$ cat src/shared/cfd_err_regs.svh
// Purpose: Register map, field positions and limits of the error-state block
// Assumes: 32-bit APB data, one aligned word per register
// Notes:   Definitions only
`ifndef CFD_ERR_REGS_SVH
`define CFD_ERR_REGS_SVH

// ----------------------------------------------------------------------------
// Byte offsets
// ----------------------------------------------------------------------------
`define CFD_OFF_EVQ_HI   8'h00
`define CFD_OFF_EVQ_LO   8'h04
`define CFD_OFF_SQ_HI    8'h08
`define CFD_OFF_SQ_LO    8'h0C
`define CFD_OFF_FLAGS    8'h10
`define CFD_OFF_COUNTS   8'h14
`define CFD_OFF_FAST     8'h18
`define CFD_OFF_SLOW     8'h1C
`define CFD_OFF_MODE     8'h20
`define CFD_OFF_IRQ_STAT 8'h24
`define CFD_OFF_IRQ_EN   8'h28
`define CFD_OFF_IRQ_CLR  8'h2C

// ----------------------------------------------------------------------------
// Flag register bit positions
// ----------------------------------------------------------------------------
`define CFD_FLG_TX_BUS_OFF_FLAG  5
`define CFD_FLG_TX_ERROR_PASSIVE_FLAG  4
`define CFD_FLG_RX_ERROR_PASSIVE_FLAG  3
`define CFD_FLG_TXWRN 2
`define CFD_FLG_RXWRN 1
`define CFD_FLG_EWRN  0

// ----------------------------------------------------------------------------
// Interrupt event bit positions
// ----------------------------------------------------------------------------
`define CFD_IRQ_N      6
`define CFD_IRQ_TXWRN  0
`define CFD_IRQ_RXWRN  1
`define CFD_IRQ_TX_ERROR_PASSIVE_FLAG   2
`define CFD_IRQ_RX_ERROR_PASSIVE_FLAG   3
`define CFD_IRQ_BO     4
`define CFD_IRQ_FASTER 5

// ----------------------------------------------------------------------------
// Counter limits and steps
// ----------------------------------------------------------------------------
`define CFD_WARN_LO    9'h05F
`define CFD_WARN_HI    9'h080
`define CFD_PASSIVE    9'h07F
`define CFD_BUSOFF     9'h0FF
`define CFD_RX_REENTRY 9'h077
`define CFD_INC_MAJOR  9'h008
`define CFD_INC_MINOR  9'h001
`define CFD_CNT_MAX    9'h1FF
`define CFD_BYTE_MAX   8'hFF
`define CFD_BYTE_MAJOR 8'h08
`define CFD_BYTE_MINOR 8'h01
`define CFD_MODE_RST   3'h4
`define CFD_FLAGS_RST  6'h20

`endif

$ cat src/shared/cfd_pkg.sv
// Purpose: Types shared by the error-state block
// Assumes: Constants live in cfd_err_regs.svh
// Notes:   Types only
package cfd_pkg;
  typedef logic [8:0]  cfd_cnt_t;
  typedef logic [7:0]  cfd_byte_t;
  typedef logic [31:0] cfd_word_t;
  typedef enum logic [2:0]
  {
    cfd_mode_normal = 3'h0,
    cfd_mode_config = 3'h4
  } cfd_mode_t;
endpackage

$ cat src/verilog/cfd_fault_counter.sv
// Purpose: One fault-confinement error counter, nine bits wide
// Assumes: Event pulses are on the pclk domain
// Notes:   Increments win over a decrement in the same cycle
`timescale 1ns/1ps
`include "cfd_err_regs.svh"
module cfd_fault_counter
  import cfd_pkg::*;
#(
  parameter bit REENTRY_EN = 1'b0,
  parameter bit FREEZE_EN  = 1'b0
)
(
  // Clock and reset
  input  wire logic pclk,
  input  wire logic presetn,
  // Events
  input  wire logic clear,
  input  wire logic inc_minor,
  input  wire logic inc_major,
  input  wire logic dec,
  // Count
  output cfd_cnt_t  count
);

  logic [9:0] sum;
  logic       frozen;

  always_comb
  begin
    sum = {1'b0, count} + (inc_major ? {1'b0, `CFD_INC_MAJOR} : {1'b0, `CFD_INC_MINOR});
  end

  // Bus-off holds the count until recovery clears it
  assign frozen = FREEZE_EN && (count > `CFD_BUSOFF);

  always_ff @(posedge pclk or negedge presetn)
  begin
    if (!presetn)
      count <= '0;
    else if (clear)
      count <= '0;
    else if (frozen)
      count <= count;
    else if (inc_major || inc_minor)
      count <= sum[9] ? `CFD_CNT_MAX : sum[8:0];
    else if (dec && (count != '0))
      count <= (REENTRY_EN && (count > `CFD_PASSIVE)) ? `CFD_RX_REENTRY : count - 9'h001;
  end

endmodule // cfd_fault_counter

$ cat src/verilog/cfd_irq_bank.sv
// Purpose: Sticky interrupt status, enable mask and level interrupt
// Assumes: Clear strobe comes from a completed APB write
// Notes:   A new event wins over a clear in the same cycle
`timescale 1ns/1ps
module cfd_irq_bank
#(
  parameter int N = 6
)
(
  // Clock and reset
  input  wire logic         pclk,
  input  wire logic         presetn,
  // Events
  input  wire logic [N-1:0] evt,
  // Software access
  input  wire logic         clr_wr,
  input  wire logic         en_wr,
  input  wire logic [N-1:0] wdata,
  // State
  output logic      [N-1:0] status_r,
  output logic      [N-1:0] enable_r,
  output logic              irq
);

  always_ff @(posedge pclk or negedge presetn)
  begin
    if (!presetn)
      status_r <= '0;
    else
      status_r <= (status_r & ~(clr_wr ? wdata : '0)) | evt;
  end

  always_ff @(posedge pclk or negedge presetn)
  begin
    if (!presetn)
      enable_r <= '0;
    else if (en_wr)
      enable_r <= wdata;
  end

  assign irq = |(status_r & enable_r);

endmodule // cfd_irq_bank

$ cat src/verilog/cfd_err_status.sv
// Purpose: Error counters, error-state flags and queue pointer readback
// Assumes: Protocol engine and queue logic run on pclk; event inputs are
//          one-cycle pulses
// Notes:   APB slave, zero wait states, error on unmapped addresses
//
// Function
// - Event queue pointer reads return tail
// - Event pointer split high and low halves
// - Send queue pointer reads return head
// - Send pointer split high and low halves
// - Bus-off flag when transmit count exceeds 255
// - Configuration state forces bus-off flag
// - Transmit passive flag above 127
// - Receive passive flag above 127
// - Transmit warning between 95 and 128
// - Receive warning between 95 and 128
// - Combined warning from either warning flag
// - Counts register: transmit high, receive low
// - Writable fast-phase error counters, reset zero
// - Writable slow-phase error counters, reset zero
// - Mode value 100 is configuration state
`timescale 1ns/1ps
`include "cfd_err_regs.svh"
module cfd_err_status
  import cfd_pkg::*;
#(
  parameter int AW = 8
)
(
  // Clock and reset
  input  wire logic          pclk,
  input  wire logic          presetn,
  // APB slave
  input  wire logic [AW-1:0] paddr,
  input  wire logic          psel,
  input  wire logic          penable,
  input  wire logic          pwrite,
  input  wire logic [31:0]   pwdata,
  input  wire logic [3:0]    pstrb,
  output logic      [31:0]   prdata,
  output logic               pready,
  output logic               pslverr,
  // Protocol engine events
  input  wire logic          tx_err_pulse,
  input  wire logic          rx_err_pulse,
  input  wire logic          rx_err_major_pulse,
  input  wire logic          tx_ok_pulse,
  input  wire logic          rx_ok_pulse,
  input  wire logic          fast_phase,
  input  wire logic          recovery_done_pulse,
  // Queue pointers
  input  wire logic [31:0]   event_queue_tail_in,
  input  wire logic [31:0]   send_queue_head_in,
  // Mode and state
  output logic      [2:0]    operating_mode_select,
  output logic               tx_bus_off_flag,
  output logic               tx_error_passive_flag,
  output logic               rx_error_passive_flag,
  output logic               tx_warning_flag,
  output logic               rx_warning_flag,
  output logic               any_warning_flag,
  output logic               irq
);

  // --------------------------------------------------------------------------
  // Helpers
  // --------------------------------------------------------------------------
  function automatic cfd_byte_t sat_add8(input cfd_byte_t v, input cfd_byte_t amt);
    logic [8:0] s;
    s = {1'b0, v} + {1'b0, amt};
    return s[8] ? `CFD_BYTE_MAX : s[7:0];
  endfunction

  function automatic cfd_byte_t sat_dec8(input cfd_byte_t v);
    return (v == 8'h00) ? v : v - 8'h01;
  endfunction

  // Counts above one byte read as all ones
  function automatic cfd_byte_t clip8(input cfd_cnt_t v);
    return (v > `CFD_BUSOFF) ? `CFD_BYTE_MAX : v[7:0];
  endfunction

  function automatic logic in_warn(input cfd_cnt_t v);
    return (v > `CFD_WARN_LO) && (v < `CFD_WARN_HI);
  endfunction

  function automatic cfd_byte_t strb_byte(input cfd_byte_t old, input cfd_byte_t nw,
                                          input logic en);
    return en ? nw : old;
  endfunction

  // --------------------------------------------------------------------------
  // Declarations
  // --------------------------------------------------------------------------
  logic               setup;
  logic               wr_done;
  logic [7:0]         addr8;
  logic               mapped;
  logic [31:0]        rd_nxt;
  logic [31:0]        prdata_r;
  logic               pslverr_r;
  logic [2:0]         mode_r;
  logic               in_config;
  cfd_cnt_t           tec;
  cfd_cnt_t           rec;
  cfd_word_t          evq_ptr_r;
  cfd_word_t          sq_ptr_r;
  cfd_byte_t          fast_tx_r;
  cfd_byte_t          fast_rx_r;
  cfd_byte_t          slow_tx_r;
  cfd_byte_t          slow_rx_r;
  logic [5:0]         flags_r;
  logic [5:0]         flags_nxt;
  logic [`CFD_IRQ_N-1:0] irq_evt;
  logic [`CFD_IRQ_N-1:0] irq_stat;
  logic [`CFD_IRQ_N-1:0] irq_en;
  logic               clr_wr;
  logic               en_wr;
  logic               ctr_clear;
  logic               any_err;

  // --------------------------------------------------------------------------
  // APB decode
  // --------------------------------------------------------------------------
  assign setup   = psel && !penable;
  assign pready  = 1'b1;
  assign wr_done = psel && penable && pwrite;
  assign addr8   = paddr[7:0];

  always_comb
  begin
    mapped = 1'b1;
    rd_nxt = '0;
    unique case (addr8)
      `CFD_OFF_EVQ_HI:   rd_nxt[15:0] = evq_ptr_r[31:16];
      `CFD_OFF_EVQ_LO:   rd_nxt[15:0] = evq_ptr_r[15:0];
      `CFD_OFF_SQ_HI:    rd_nxt[15:0] = sq_ptr_r[31:16];
      `CFD_OFF_SQ_LO:    rd_nxt[15:0] = sq_ptr_r[15:0];
      `CFD_OFF_FLAGS:    rd_nxt[5:0]  = flags_r;
      `CFD_OFF_COUNTS:   rd_nxt[15:0] = {clip8(tec), clip8(rec)};
      `CFD_OFF_FAST:     rd_nxt[15:0] = {fast_tx_r, fast_rx_r};
      `CFD_OFF_SLOW:     rd_nxt[15:0] = {slow_tx_r, slow_rx_r};
      `CFD_OFF_MODE:     rd_nxt[2:0]  = mode_r;
      `CFD_OFF_IRQ_STAT: rd_nxt[`CFD_IRQ_N-1:0] = irq_stat;
      `CFD_OFF_IRQ_EN:   rd_nxt[`CFD_IRQ_N-1:0] = irq_en;
      `CFD_OFF_IRQ_CLR:  rd_nxt = '0;
      default:           mapped = 1'b0;
    endcase
    if (paddr[AW-1:0] != AW'(addr8))
      mapped = 1'b0;
  end

  // Read data captured in setup so the access phase ends at once
  always_ff @(posedge pclk or negedge presetn)
  begin
    if (!presetn)
      prdata_r <= '0;
    else if (setup)
      prdata_r <= pwrite ? '0 : rd_nxt;
  end

  always_ff @(posedge pclk or negedge presetn)
  begin
    if (!presetn)
      pslverr_r <= 1'b0;
    else if (setup)
      pslverr_r <= !mapped;
  end

  assign prdata  = prdata_r;
  assign pslverr = pslverr_r;

  // --------------------------------------------------------------------------
  // Operating mode
  // --------------------------------------------------------------------------
  always_ff @(posedge pclk or negedge presetn)
  begin
    if (!presetn)
      mode_r <= `CFD_MODE_RST;
    else if (wr_done && (addr8 == `CFD_OFF_MODE) && !pslverr_r && pstrb[0])
      mode_r <= pwdata[2:0];
  end

  assign in_config             = (mode_r == cfd_mode_config);
  assign operating_mode_select = mode_r;

  // --------------------------------------------------------------------------
  // Queue pointers
  // --------------------------------------------------------------------------
  // Sampled every cycle; values during configuration are not meaningful
  always_ff @(posedge pclk or negedge presetn)
  begin
    if (!presetn)
      evq_ptr_r <= '0;
    else
      evq_ptr_r <= event_queue_tail_in;
  end

  always_ff @(posedge pclk or negedge presetn)
  begin
    if (!presetn)
      sq_ptr_r <= '0;
    else
      sq_ptr_r <= send_queue_head_in;
  end

  // --------------------------------------------------------------------------
  // Main error counters
  // --------------------------------------------------------------------------
  // Off the bus in configuration, so the counts restart from zero
  assign ctr_clear = in_config || recovery_done_pulse;

  cfd_fault_counter
  #(
    .REENTRY_EN (1'b0),
    .FREEZE_EN  (1'b1)
  )
  u_tec
  (
    .pclk      (pclk),
    .presetn   (presetn),
    .clear     (ctr_clear),
    .inc_minor (1'b0),
    .inc_major (tx_err_pulse),
    .dec       (tx_ok_pulse),
    .count     (tec)
  );

  cfd_fault_counter
  #(
    .REENTRY_EN (1'b1),
    .FREEZE_EN  (1'b0)
  )
  u_rec
  (
    .pclk      (pclk),
    .presetn   (presetn),
    .clear     (ctr_clear),
    .inc_minor (rx_err_pulse),
    .inc_major (rx_err_major_pulse),
    .dec       (rx_ok_pulse),
    .count     (rec)
  );

  // --------------------------------------------------------------------------
  // Error-state flags
  // --------------------------------------------------------------------------
  always_comb
  begin
    flags_nxt = '0;
    flags_nxt[`CFD_FLG_TX_BUS_OFF_FLAG]  = (tec > `CFD_BUSOFF) || in_config;
    flags_nxt[`CFD_FLG_TX_ERROR_PASSIVE_FLAG]  = tec > `CFD_PASSIVE;
    flags_nxt[`CFD_FLG_RX_ERROR_PASSIVE_FLAG]  = rec > `CFD_PASSIVE;
    flags_nxt[`CFD_FLG_TXWRN] = in_warn(tec);
    flags_nxt[`CFD_FLG_RXWRN] = in_warn(rec);
    flags_nxt[`CFD_FLG_EWRN]  = in_warn(tec) || in_warn(rec);
  end

  // Reset lands in configuration, hence bus-off set
  always_ff @(posedge pclk or negedge presetn)
  begin
    if (!presetn)
      flags_r <= `CFD_FLAGS_RST;
    else
      flags_r <= flags_nxt;
  end

  assign tx_bus_off_flag       = flags_r[`CFD_FLG_TX_BUS_OFF_FLAG];
  assign tx_error_passive_flag = flags_r[`CFD_FLG_TX_ERROR_PASSIVE_FLAG];
  assign rx_error_passive_flag = flags_r[`CFD_FLG_RX_ERROR_PASSIVE_FLAG];
  assign tx_warning_flag       = flags_r[`CFD_FLG_TXWRN];
  assign rx_warning_flag       = flags_r[`CFD_FLG_RXWRN];
  assign any_warning_flag      = flags_r[`CFD_FLG_EWRN];

  // --------------------------------------------------------------------------
  // Phase error counters
  // --------------------------------------------------------------------------
  // A software write wins over a same-cycle count; these are counts, not flags
  // fast-phase transmit and receive
  always_ff @(posedge pclk or negedge presetn)
  begin
    if (!presetn)
    begin
      fast_tx_r <= '0;
      fast_rx_r <= '0;
    end
    else if (wr_done && (addr8 == `CFD_OFF_FAST) && !pslverr_r)
    begin
      fast_tx_r <= strb_byte(fast_tx_r, pwdata[15:8], pstrb[1]);
      fast_rx_r <= strb_byte(fast_rx_r, pwdata[7:0], pstrb[0]);
    end
    else if (fast_phase)
    begin
      if (tx_err_pulse)
        fast_tx_r <= sat_add8(fast_tx_r, `CFD_BYTE_MAJOR);
      if (rx_err_major_pulse)
        fast_rx_r <= sat_add8(fast_rx_r, `CFD_BYTE_MAJOR);
      else if (rx_err_pulse)
        fast_rx_r <= sat_add8(fast_rx_r, `CFD_BYTE_MINOR);
    end
  end

  always_ff @(posedge pclk or negedge presetn)
  begin
    if (!presetn)
    begin
      slow_tx_r <= '0;
      slow_rx_r <= '0;
    end
    else if (wr_done && (addr8 == `CFD_OFF_SLOW) && !pslverr_r)
    begin
      slow_tx_r <= strb_byte(slow_tx_r, pwdata[15:8], pstrb[1]);
      slow_rx_r <= strb_byte(slow_rx_r, pwdata[7:0], pstrb[0]);
    end
    else if (!fast_phase)
    begin
      if (tx_err_pulse)
        slow_tx_r <= sat_add8(slow_tx_r, `CFD_BYTE_MAJOR);
      else if (tx_ok_pulse)
        slow_tx_r <= sat_dec8(slow_tx_r);
      if (rx_err_major_pulse)
        slow_rx_r <= sat_add8(slow_rx_r, `CFD_BYTE_MAJOR);
      else if (rx_err_pulse)
        slow_rx_r <= sat_add8(slow_rx_r, `CFD_BYTE_MINOR);
      else if (rx_ok_pulse)
        slow_rx_r <= sat_dec8(slow_rx_r);
    end
  end

  // --------------------------------------------------------------------------
  // Interrupts
  // --------------------------------------------------------------------------
  assign any_err = tx_err_pulse || rx_err_pulse || rx_err_major_pulse;

  // Entry into each warning and passive state, seen as a rising flag, bus-off from the count, plus any error in the fast phase
  always_comb
  begin
    irq_evt = '0;
    irq_evt[`CFD_IRQ_TXWRN]  = flags_nxt[`CFD_FLG_TXWRN] && !flags_r[`CFD_FLG_TXWRN];
    irq_evt[`CFD_IRQ_RXWRN]  = flags_nxt[`CFD_FLG_RXWRN] && !flags_r[`CFD_FLG_RXWRN];
    irq_evt[`CFD_IRQ_TX_ERROR_PASSIVE_FLAG]   = flags_nxt[`CFD_FLG_TX_ERROR_PASSIVE_FLAG] && !flags_r[`CFD_FLG_TX_ERROR_PASSIVE_FLAG];
    irq_evt[`CFD_IRQ_RX_ERROR_PASSIVE_FLAG]   = flags_nxt[`CFD_FLG_RX_ERROR_PASSIVE_FLAG] && !flags_r[`CFD_FLG_RX_ERROR_PASSIVE_FLAG];
    // Configuration entry is not a fault, so only count-driven bus-off fires
    irq_evt[`CFD_IRQ_BO]     = (tec > `CFD_BUSOFF) && !flags_r[`CFD_FLG_TX_BUS_OFF_FLAG];
    irq_evt[`CFD_IRQ_FASTER] = fast_phase && any_err;
  end

  assign clr_wr = wr_done && (addr8 == `CFD_OFF_IRQ_CLR) && !pslverr_r;
  assign en_wr  = wr_done && (addr8 == `CFD_OFF_IRQ_EN) && !pslverr_r;

  cfd_irq_bank
  #(
    .N (`CFD_IRQ_N)
  )
  u_irq
  (
    .pclk     (pclk),
    .presetn  (presetn),
    .evt      (irq_evt),
    .clr_wr   (clr_wr),
    .en_wr    (en_wr),
    .wdata    (pwdata[`CFD_IRQ_N-1:0]),
    .status_r (irq_stat),
    .enable_r (irq_en),
    .irq      (irq)
  );

endmodule // cfd_err_status

$ cat config.mk
export PLATFORM = sky130hd
export DESIGN_NAME = cfd_err_status
export DESIGN_NICKNAME = d
export VERILOG_FILES = /design/src/shared/cfd_pkg.sv /design/src/verilog/cfd_fault_counter.sv /design/src/verilog/cfd_irq_bank.sv /design/src/verilog/cfd_err_status.sv
export VERILOG_INCLUDE_DIRS = /design/src /design/src/shared
export SDC_FILE = /design/constraint.sdc
export NUM_CORES = 1
export LEC_CHECK = 0
export ABC_AREA = 1
export BUFFER_PORTS_ARGS = -buffer_cell sky130_fd_sc_hd__buf_2
export CAP_MARGIN = 0
export CORE_MARGIN = 2
export CORE_UTILIZATION = 60
export CTS_BUF_LIST = sky130_fd_sc_hd__clkbuf_8
export DETAILED_ROUTE_END_ITERATION = 16
export PLACE_DENSITY = 0.85
export SYNTH_ARGS = -nofsm -noshare
export SYNTH_HDL_FRONTEND = slang
export SYNTH_SLANG_ARGS = --single-unit
$ cat constraint.sdc
create_clock -name pclk -period 3.93 [get_ports pclk]
set_clock_uncertainty 0.05 [all_clocks]
set_input_delay 0.786 -clock pclk [delete_from_list [all_inputs] [get_ports pclk]]
set_output_delay 0.786 -clock pclk [all_outputs]
set_load 0.01 [all_outputs]
* Word-level counts from Yosys, hierarchy flattened
Index checks and enable logic that the tools add are counted.
Widths: inputs -> output; s select.
** Word-level totals
- Output and inout bits :: 44
- Register bits :: 168
- Input port bits :: 120
- Word-level logic and storage cells :: 161
** Operators by class
- Equal/unequal tests :: 20
- Multiplexer cells :: 46
- Bitwise gates (word level) :: 4
- Reductions and logical operators :: 57
- $add $sub $neg :: 12
- $lt $le $gt $ge :: 8
** Operators by type and width (count)
- $mux 8 :: 28
- $mux 9 :: 10
- $pmux 10 s7 :: 1
- $add 8x4->9 const B :: 4
- $gt 9x7->1 const B :: 4
- $pmux 3 s11 :: 1
- $eq 8x5->1 const B :: 4
- $eq 8x6->1 const B :: 4
- $pmux 3 s10 :: 1
- $logic_and 1x1->1 :: 24
- $logic_not 8->1 :: 3
- $add 9x10->10 :: 2
- $add 8x1->9 const B :: 2
- $gt 9x8->1 const B :: 2
- $lt 9x8->1 const B :: 2
- $reduce_bool 9->1 :: 2
- $sub 9x1->9 const B :: 2
- $eq 8x4->1 const B :: 2
- $mux 16 :: 1
- $sub 8x1->8 const B :: 2
- $and 6x6->6 :: 2
- $reduce_bool 3->1 :: 4
- $reduce_or 12->1 :: 1
- $ne 2x2->1 const B :: 5
- other kinds (18) :: 34

* Depth between registers and ports, before layout
Gate-level depths: netlist of run 1.
- Depth in word-level cells :: 8
- Gate-level depth with buffers :: 13
- Mapped depth without buffers :: 11

* By module
From an unflattened synthesis of run 1, not the netlist that was laid out.
** Second synthesis, totals
- Cells, all modules :: 1362
- Area total of the unflattened synthesis :: 9586.7 um2
** By module, submodules not included
- cfd_err_status :: area an instance 7096.8 um2, times used 1, seq. area each 3055.4 um2, cells an instance 992
- cfd_fault_counter at u_rec :: area an instance 1047.3 um2, times used 1, seq. area each 225.2 um2, cells an instance 167
- cfd_fault_counter at u_tec :: area an instance 947.2 um2, times used 1, seq. area each 225.2 um2, cells an instance 148
- cfd_irq_bank :: area an instance 495.5 um2, times used 1, seq. area each 300.3 um2, cells an instance 55

* Worst setup path before layout of run 1
Ideal clock, no wire load.
- Path type :: input to register
- Start :: input port rx_err_major_pulse
- End :: register u_rec.count[6]
- Stages :: 13
- Slack :: 1402 ps
- Setup time :: 65 ps
- Arrival :: 2413 ps
- Required time :: 3815 ps
- Buffers on the path :: 2
- Path through :: buf_2 inv_1 clkbuf_1 ha_1 ha_1 inv_1 o21ai_0 inv_1 nor2_1 nand3_1 nand3_1 nand3_1 nand2_1
** On the way
- Word-level cells in the longest chain between the ends :: 5
- Elaborated cells on any way between the ends :: 7
- Classes of those cells :: add/sub (1); mux (4); reduce/logical (2)
** RTL lines
- start, declared :: RTL line cfd_err_status.sv:46 : input wire logic rx_err_major_pulse,
- $mux 4 :: RTL line cfd_fault_counter.sv:30 : sum = {1'b0, count} + (inc_major ? {1'b0, `CFD_INC_MAJOR} : {1'b0, `CFD_INC_MINOR});
- $add 9x10->10 :: RTL line cfd_fault_counter.sv:30
- $mux 9 :: RTL line cfd_fault_counter.sv:45 : count <= sum[9] ? `CFD_CNT_MAX : sum[8:0];
- $mux 9 :: RTL line cfd_fault_counter.sv:44 : else if (inc_major || inc_minor)
- $mux 9 :: RTL line cfd_fault_counter.sv:40 : else if (clear)
- end signal, assigned :: RTL line cfd_fault_counter.sv:43 : count <= count;
- end signal, assigned :: RTL line cfd_fault_counter.sv:45
- end signal, assigned :: RTL line cfd_fault_counter.sv:47 : count <= (REENTRY_EN && (count > `CFD_PASSIVE)) ? `CFD_RX_REENTRY : count - 9'h001;
- end, declared :: RTL line cfd_fault_counter.sv:22 : output cfd_cnt_t count
Parallel ways exist; a longest one is shown, timed or not.
A chain may end at the register's enable or synchronous reset.

* Final worst setup path of run 1
- Start :: register u_irq.enable_r[3]
- End :: output port irq
** On the way
- Word-level cells in the longest chain between the ends :: 2
** RTL lines
- start, declared :: RTL line cfd_irq_bank.sv:21 : output logic [N-1:0] enable_r,
- start signal, assigned :: RTL line cfd_irq_bank.sv:38 : enable_r <= wdata;
- $and 6x6->6 :: RTL line cfd_irq_bank.sv:41 : assign irq = |(status_r & enable_r);
- $reduce_or 6->1 :: RTL line cfd_irq_bank.sv:41
- end, declared :: RTL line cfd_err_status.sv:62 : output logic irq
Every way passes these cells.

==> impl_metrics.ini, run 1 <==
[die]
dieArea_um2 = 16400
die_x_um = 128
die_h_um = 128
ios = 164
initial_utilization_pct = 61.0
fp-row-count = 45
core-area_um2 = 15100

[placed_design]
dpl-instance-area_um2 = 9940
dp.final_hpwl_um = 20000
place_congestion = 1.01
post-place-cells = 1590
portBuffers = 128

[routing]
vias = 9322
drt_pass1_iterations = 6
routed_wl_um = 26900
route.detailed.drc = 0
wl_per_cell_um = 16.6
ant_nets = 0
vias_per_cell = 5.75
dr.first_iter.drc_count = 925

[critical_path]
end_kind = output pin
critPathKind = flop to output pin
required_ns = 3.09
arrival_ns = 1.63
r2r-start = u_tec.count[4]
critical_path.max_fanout = 3
worstSetupStartpoint = u_irq.enable_r[3]
cp-start-kind = flop

[global_route]
grt_pass1_vias = 8665
antenna_found_initial = 0
grt.total_usage_pct = 33.6
grt_max_degree = 88
overflow = 0
grt_pass1_wl_um = 42600

[final_layout]
nFillCells = 1294
regArea_um2 = 3810
post-route-util_pct = 68.4
diodes = 0
final_cell_mix = nand2_1 (429), nand3_1 (167), dfrtp_1 (150)
drive_above_1_share_pct = 14.8
instances_no_fill = 1622
areaGrowthSynthToFinish_pct = 12.1
design_area_um2 = 10400
layout.nets = 1564
multi_input_area_um2 = 4700
final_common_cell = nand2_1

[clocking]
clockRootBuffer = clkbuf_8
clockBufferDepth = 2
postCtsSetupRepairBufs = 0
h-tree-depth = 4
cts.clk_slew.worst_paths_ns = 0.10
clk_latency_ns = 0.48
tritoncts = yes
cts_buffers = 17
cts_hold_buf = 0
cts.sinks = 152
cts_resized = 0

[timing]
hold_viol_final = 0
setup_violations = 0
worst_slew_pin_slew_ns = 0.920
max_freq_mhz = 405
setup_tns_ns = 0
relSlewSlack_pct = 38.5
period_share_pct = 62.8
drv_slew = 0
finalCriticalPeriod_ns = 2.47
whs_ns = 0.311
rsz0062_at_grt = no

[power_and_ir_drop]
p_leak_nw = 5.54
vdd_ir_drop_max_uv = 351
p_per_area_nw_per_um2 = 437

[synthesis]
ys_seq_area_share_pct = 41.2
yosys_warnings = 0
yosysUniqueCellTypes = 46
synthCells = 1300
synth_area_um2 = 9240
ys_ff_latch = 152
synth_area_per_cell_um2 = 7.11

[run]
cap_violations = 0

[outcome]
status = finished, final reports clean

[hold_path]
hold_class = input port to asynchronous set/reset pin
## report_power, final
part	switching (mW)	internal [mW]	leakage, nW
Combinational	0.795	0.467	3.47
Clock	0.721	0.486	0.204
Sequential	0.309	1.75	1.86
Total	1.82	2.70	5.54
## kinds of logic after synthesis
| group | after synthesis | synth area share, % |
|---|---|---|
| buffers and inverters | 178 | 8.60 |
| XOR/XNOR | 20 | 1.90 |
| adder cells (fa/ha/maj) | 23 | 3.11 |
| AO/OA/AOI/OAI | 151 | 9.10 |
| AND/OR/NAND/NOR | 774 | 36.0 |
| other | 2 | 0.0813 |
| flip-flops | 152 | 41.2 |
## path summary, 6_finish.rpt
path,cells after the start,slack (ns),end
hold reg to reg,2,0.44,prdata[10]
max in group asynchronous,2,2.65,u_irq.enable_r[2]
setup reg to reg,6,1.67,u_tec.count[2]
hold / removal,1,0.31,slow_rx_r[6]
setup / recovery,4,1.46,irq
min in group pclk,1,0.36,sq_ptr_r[7]
## state kept, by name, indices dropped and copies added, names as in the netlist
register and count:
evq_ptr_r 32, fast_rx_r 8, fast_tx_r 8, flags_r 6, operating_mode_select 3, prdata 16, pslverr 1, slow_rx_r 8
slow_tx_r 8, sq_ptr_r 32, u_irq.enable_r 6, u_irq.status_r 6, u_rec.count 9, u_tec.count 9
## cells in the mapped netlist (all sizes together)
cell | number | area share, %
ha | 23 | 3.1
xnor2 | 5 | 0.47
buf | 43 | 3.1
a221oi | 1 | 0.095
nor2 | 133 | 6.1
nand4 | 16 | 1.1
nor3 | 6 | 0.32
dfstp | 2 | 0.57
a31oi | 3 | 0.20
o22ai | 11 | 0.74
clkinv | 3 | 0.12
xor2 | 15 | 1.4
o21a | 1 | 0.081
a21oi | 38 | 2.3
inv | 123 | 5.0
or2 | 4 | 0.27
nand3 | 169 | 9.3
a22o | 1 | 0.095
nand2 | 441 | 19
o211ai | 8 | 0.65
conb | 2 | 0.081
clkbuf | 9 | 0.38
o21ai | 84 | 4.6
a41oi | 1 | 0.095
nor3b | 1 | 0.081
dfrtp | 150 | 41
o21bai | 1 | 0.081
o31ai | 2 | 0.16
nand3b | 3 | 0.24
and2 | 1 | 0.068
## layer usage
layer | wire length [µm] | global-route usage [%] | share of wire [%] | vias up
li1 | - | - | - | 4396
met1 | 10700 | 43.8 | 40 | 4314
met2 | 12600 | 53.2 | 47 | 525
met3 | 2370 | 7.01 | 8.8 | 87
met4 | 1150 | 17.1 | 4.3 | 0
met5 | 0 | 0 | 0 | -
## stage by stage
step                      setup WS (ns)  total power, mW
after detailed placement           1.10             3.31
after CTS                          1.46             4.51
final                              1.46             4.52
after global placement             1.10             3.28
after floorplan                    1.40             2.93
after global routing               1.31             4.83
## worst max-delay path: stages (launching register included)
cell and delay (ns):
dfrtp_1 0.42, a22o_1 0.24, a221oi_1 0.24, nand3_1 0.12, buf_2 0.16
## layout make-up
cell class	count	share of cell area, %
Timing Repair Buffer	139	7.05
Sequential cell	152	36.8
Inverter	126	4.57
Multi-Input combinational cell	985	45.4
Clock inverter	15	1.74
Clock buffer	17	2.26
Tap cell	188	2.27
(Power assumes the default switching activity.)
==> run 2: changes to the inputs <==
- ABC_AREA: 1 -> 0
- CORE_UTILIZATION: 60 -> 58
- PLACE_DENSITY: 0.85 -> 0.83
- clock period: 3.93 -> 2.5 ns (I/O delays scaled with it)
==> run 2 against run 1 <==
Cell area increased by 0.40%. Critical endpoint is now slow_rx_r[7]. Clock-buffer cell count unchanged. Final cell count decreased by 22%. Utilization grew 0.79 points. Power rose by 67%. Routed wire length up 2.8%.
==> impl_metrics.ini, run 2 <==
[outcome]
status = finished, final reports clean

[synthesis]
ys_seq_area_share_pct = 43.0
yosys.area_share.simple_pct = 16.8
synth.most_common_cell = dfrtp_1
synth_area_um2 = 8860
synth_edf_count = 0
synth-xor-area-share_pct = 1.88
synth-compound-area-share_pct = 22.8
synthCells = 916
synth_top_family_by_area = compound AO/OA/AOI/OAI gates
yosysUniqueCellTypes = 92
postSynth.asyncResetShare_pct = 100
ys_ff_latch = 152
synth_top_cell_by_area = dfrtp_1
synthTopCellsByArea = dfrtp_1 (42%), ha_1 (3.2%), nand2_1 (3.2%)
synth_adder_area_share_pct = 3.25
synth-main-ff-cell = dfrtp_1
synth_area_per_cell_um2 = 9.67
synth.area.mux_share_pct = 6.27
synthTopCellsByCount = dfrtp_1 (150), nand2_1 (76), nor2_1 (45)
yosys_warnings = 0
yosysTopAreaCellShare_pct = 42.4

[clocking]
h-tree-depth = 4
cts_buffers = 17
postCtsSetupRepairBufs = 0
clk_latency_ns = 0.48
clockBufferDepth = 2
tritoncts = yes
cts.sinks = 152
cts_resized = 0
cts_hold_buf = 1
clockRootBuffer = clkbuf_8
cts.clk_slew.worst_paths_ns = 0.10

[critical_path]
max_stage_delay_ns = 0.54
critPathKind = flop to flop
cp_cell_sequence = inv_1, ha_1, or4b_1, o31a_1, o31ai_1, o31ai_1, mux2_4
required_ns = 2.82
worst_path_max_delay_cell = or4b_1
arrival_ns = 2.62
rr_worst_depth = 7
critical_path.max_fanout = 4
end_kind = flop
cp_common_cell = o31ai_1
cp-start-kind = flop

[final_layout]
nFillCells = 1201
areaGrowthSynthToFinish_pct = 17.4
final_cell_mix = dfrtp_1 (150), buf_2 (127), nand2_1 (76)
instances_no_fill = 1270
final_common_cell = dfrtp_1
diodes = 0
drive_above_1_share_pct = 24.3
layout.nets = 1212

[global_route]
grt.total_usage_pct = 35.1
grt_max_degree = 55
antenna_found_initial = 0
grt_pass1_vias = 8008
overflow = 0
grt_pass1_wl_um = 43700

[die]
ios = 164
core-area_um2 = 15000
fp-row-count = 45
die_h_um = 128
dieArea_um2 = 16300
initial_utilization_pct = 58.9
die_x_um = 128

[timing]
finalCriticalPeriod_ns = 2.29
drv_slew = 0
worst_slew_pin_slew_ns = 0.534
setup_tns_ns = 0
period_share_pct = 91.8
rsz0062_at_grt = no
relSlewSlack_pct = 64.2
setup_violations = 0
fin_ws_ns = 0.206
hold_viol_final = 0
max_freq_mhz = 436
whs_ns = 0.0651

[power_and_ir_drop]
p_seq_share_pct = 43.9
pwr-share-clk_pct = 25.3
p_int_mw = 4.58
p_sw_share_pct = 39.2
p_per_area_nw_per_um2 = 726
p_leak_nw = 4.71
p_switching_mw = 2.96
combinationalPowerShare_pct = 30.8
vdd_ir_drop_max_uv = 416

[routing]
vias_per_cell = 6.62
vias = 8406
ant_nets = 0
wl_per_cell_um = 21.8
route.detailed.drc = 0
drt_pass1_iterations = 12
routed_wl_um = 27600
dr.first_iter.drc_count = 1210

[run]
cap_violations = 0

[placed_design]
post-place-cells = 1237
place_congestion = 1.00
dp_slack_ns = 0.129
portBuffers = 128
dp.final_hpwl_um = 20500

[hold_path]
hold_class = input port to flop
whs_path_depth = 1
-- run 2: cell count changes in the layout (fill, tap and decap cells not counted), moves of 13 or more --
cell,change
nand2_1,-353
o21ai_1,+14
nor2_1,-76
nor3_1,+15
inv_1,-82
nand3_1,-125
a22oi_1,+15
a22o_1,+17
mux2i_1,+21
buf_4,+52
o21ai_0,-40
a31oi_1,+14
mux2_1,+13
-- run 2: power by group through the flow --
stage	Clock (mW)	Sequential, mW	Combinational [mW]
4_1_cts	1.92	3.28	2.29
2_1_floorplan	0	3.08	1.72
6_report	1.91	3.31	2.32
3_3_place_gp	0	3.33	2.23
3_5_place_dp	0	3.33	2.27
5_1_grt	2.03	3.35	2.58
-- run 2: cells by family after synthesis --
group | Yosys count
DFF | 152
adders and majority gates | 23
AOI/OAI and AO/OA | 280
buffers and inverters | 114
xor gates and xnor gates | 19
muxes | 47
and+or+nand+nor | 279
other | 2
-- run 2: path summary, 6_finish.rpt --
check	startpoint	to	slack, ns
min in group asynchronous	presetn	evq_ptr_r[19]	0.49
hold reg to reg	flags_r[1]	u_irq.status_r[1]	0.42
setup reg to reg	slow_rx_r[3]	slow_rx_r[7]	0.21
max in group asynchronous	presetn	u_rec.count[1]	1.21
setup / recovery	slow_rx_r[3]	slow_rx_r[7]	0.21
hold / removal	event_queue_tail_in[22]	evq_ptr_r[22]	0.07
-- run 2: metrics by stage --
step	power (mW)	instance area [µm²]	util, %
after floorplan	4.80	8920	-
after global placement	5.56	9970	66.4
after detailed placement	5.60	9970	66.4
after CTS	7.49	10400	69.1
after global routing	7.97	10400	69.1
final	7.54	10400	69.1
-- run 2: metal layers --
layer  track usage (%)  wire length, µm  part of all wire (%)  vias to the layer above
met5                 0                0                     0                        -
met4              13.3              975                   3.5                        0
met3              6.83             2360                   8.5                       79
met2              56.4            13200                    48                      512
met1              47.4            11100                    40                     4086
li1                  -                -                     -                     3729
-- run 2: area by class of cell --
type	instances	area [µm²]	area share [%]
Clock buffer	17	234	2.25
Sequential cell	152	3810	36.6
Clock inverter	15	176	1.70
Inverter	37	139	1.34
Tap cell	188	235	2.26
Timing Repair Buffer	196	1210	11.6
Multi-Input combinational cell	665	4590	44.2
-- run 2: worst max-delay path, delay by kind of cell, from the launching register on --
family	cells	cell delay, ns
buffers and inverters	1	0.14
adder cells (fa/ha/maj)	1	0.15
flip-flops	1	0.45
AO/OA/AOI/OAI	3	0.60
AND/OR/NAND/NOR	1	0.54
multiplexers	1	0.26
==> run 3: changes to the inputs <==
- CORE_UTILIZATION: 58 -> 45
- PLACE_DENSITY: 0.83 -> 0.67
==> run 3 against run 2 <==
Worst hold slack worse by 0.0027 ns. Via count is 1.1% lower. Flip-flop and latch count is the same. Critical path depth unchanged. Critical path type unchanged. Critical endpoint unchanged. Largest cell class unchanged.
==> impl_metrics.ini, run 3 (synthesis gave the netlist of run 2 again) <==
[run]
cap_violations = 0

[die]
fp-row-count = 51
die_h_um = 144
dieArea_um2 = 20800
initial_utilization_pct = 45.7
ios = 164
core-area_um2 = 19400
die_x_um = 144

[global_route]
grt_pass1_vias = 7853
grt_max_degree = 54
overflow = 0
grt.total_usage_pct = 27.7
grt_pass1_wl_um = 43600
antenna_found_initial = 2

[placed_design]
place_congestion = 0.932
portBuffers = 128
dpl-instance-area_um2 = 10100
dp.final_hpwl_um = 21200

[final_layout]
final_cell_mix = dfrtp_1 (149), buf_2 (127), nand2_1 (76)
drive_above_1_share_pct = 25.0
design_area_um2 = 10500
regArea_um2 = 3810
diodes = 0
nFillCells = 1803
multi_input_area_um2 = 4590
areaGrowthSynthToFinish_pct = 19.0
layout.nets = 1220
final_common_cell = dfrtp_1

[timing]
setup_tns_ns = 0
hold_viol_final = 0
max_freq_mhz = 429
rsz0062_at_grt = no
setup_violations = 0
worst_slew_pin_slew_ns = 0.829
finalCriticalPeriod_ns = 2.33
period_share_pct = 93.2
relSlewSlack_pct = 44.3
drv_slew = 0

[clocking]
clockBufferDepth = 2
tritoncts = yes
h-tree-depth = 4
cts_buffers = 17
clk_latency_ns = 0.48
cts.clk_slew.worst_paths_ns = 0.10
clockRootBuffer = clkbuf_8
cts.sinks = 152

[outcome]
status = finished, final reports clean

[hold_path]
hold_class = input port to flop

[critical_path]
cp-start-kind = flop
end_kind = flop
required_ns = 2.83
critPathKind = flop to flop
critical_path.max_fanout = 9
arrival_ns = 2.65

[routing]
dr.first_iter.drc_count = 870
routed_wl_um = 28000
vias_per_cell = 6.14
ant_nets = 0
vias = 8316
wl_per_cell_um = 20.6
route.detailed.drc = 0
drt_pass1_iterations = 6

[power_and_ir_drop]
p_per_area_nw_per_um2 = 721
p_leak_nw = 4.74
vdd_ir_drop_max_uv = 383
## run 3: cell count changes in the layout (fill, tap and decap cells not counted), sizes merged
cell | previous run | this run
buf | 195 | 203
clkinv | 7 | 6
clkinvlp | 0 | 1
## run 3: cell type report
class                           count  share of cell area [%]
Multi-Input combinational cell    665                    43.6
Sequential cell                   152                    36.1
Timing Repair Buffer              204                    11.9
Tap cell                          265                    3.15
Clock buffer                       17                    2.22
Clock inverter                     15                    1.64
Inverter                           37                    1.32
## run 3: where the power goes
part	switching (mW)	leakage, nW	internal, mW
clock network	1.16	0.202	0.762
logic	1.25	2.70	1.05
registers	0.589	1.84	2.78
total	3.00	4.74	4.60
## run 3: per-stage QoR
stage | power (mW) | setup slack (ns) | cells | hold WS, ns | utilization (%)
2_1_floorplan | 4.80 | 0.0622 | 931 | 0.154 | -
3_3_place_gp | 5.63 | 0.144 | 1322 | 0.420 | 52.2
3_5_place_dp | 5.66 | 0.104 | 1322 | 0.419 | 52.2
4_1_cts | 7.59 | 0.162 | 1355 | 0.0432 | 54.3
5_1_grt | 8.04 | 0.0263 | 1355 | 0.0429 | 54.3
6_report | 7.59 | 0.171 | 1355 | 0.0624 | 54.3
## run 3: routing by layer
| layer | track usage, % | wire length (µm) |
|---|---|---|
| met3 | 6.95 | 2260 |
| met5 | 0 | 16 |
| met1 | 36.4 | 11700 |
| met4 | 11.0 | 956 |
| met2 | 43.8 | 13100 |
## run 3: repair_timing
action	4_1_cts	5_1_grt
gates resized for setup	0	1
hold buffers	1	0
hold endpoints to repair	51	0
setup buffers	0	0
setup endpoints to repair	0	1
## run 3: final timing paths
check                           slack, ns           endpoint                   start  cells past startpoint
worst max-delay path                 0.17       slow_rx_r[7]            slow_rx_r[4]                      7
worst min-delay path                 0.06       evq_ptr_r[2]  event_queue_tail_in[2]                      1
worst max register to register       0.17       slow_rx_r[7]            slow_rx_r[4]                      7
worst min register to register       0.43  u_irq.status_r[1]              flags_r[1]                      1
max in group asynchronous            1.20         flags_r[5]                 presetn                      3
min in group asynchronous            0.50       sq_ptr_r[16]                 presetn                      2
## run 3: worst max-delay path: stages, from the launching register on
cell and delay [ns]:
dfrtp_1 0.52, inv_1 0.16, ha_1 0.14, or4b_1 0.53
o31a_1 0.27, o31ai_1 0.19, o31ai_1 0.09, mux2_4 0.26
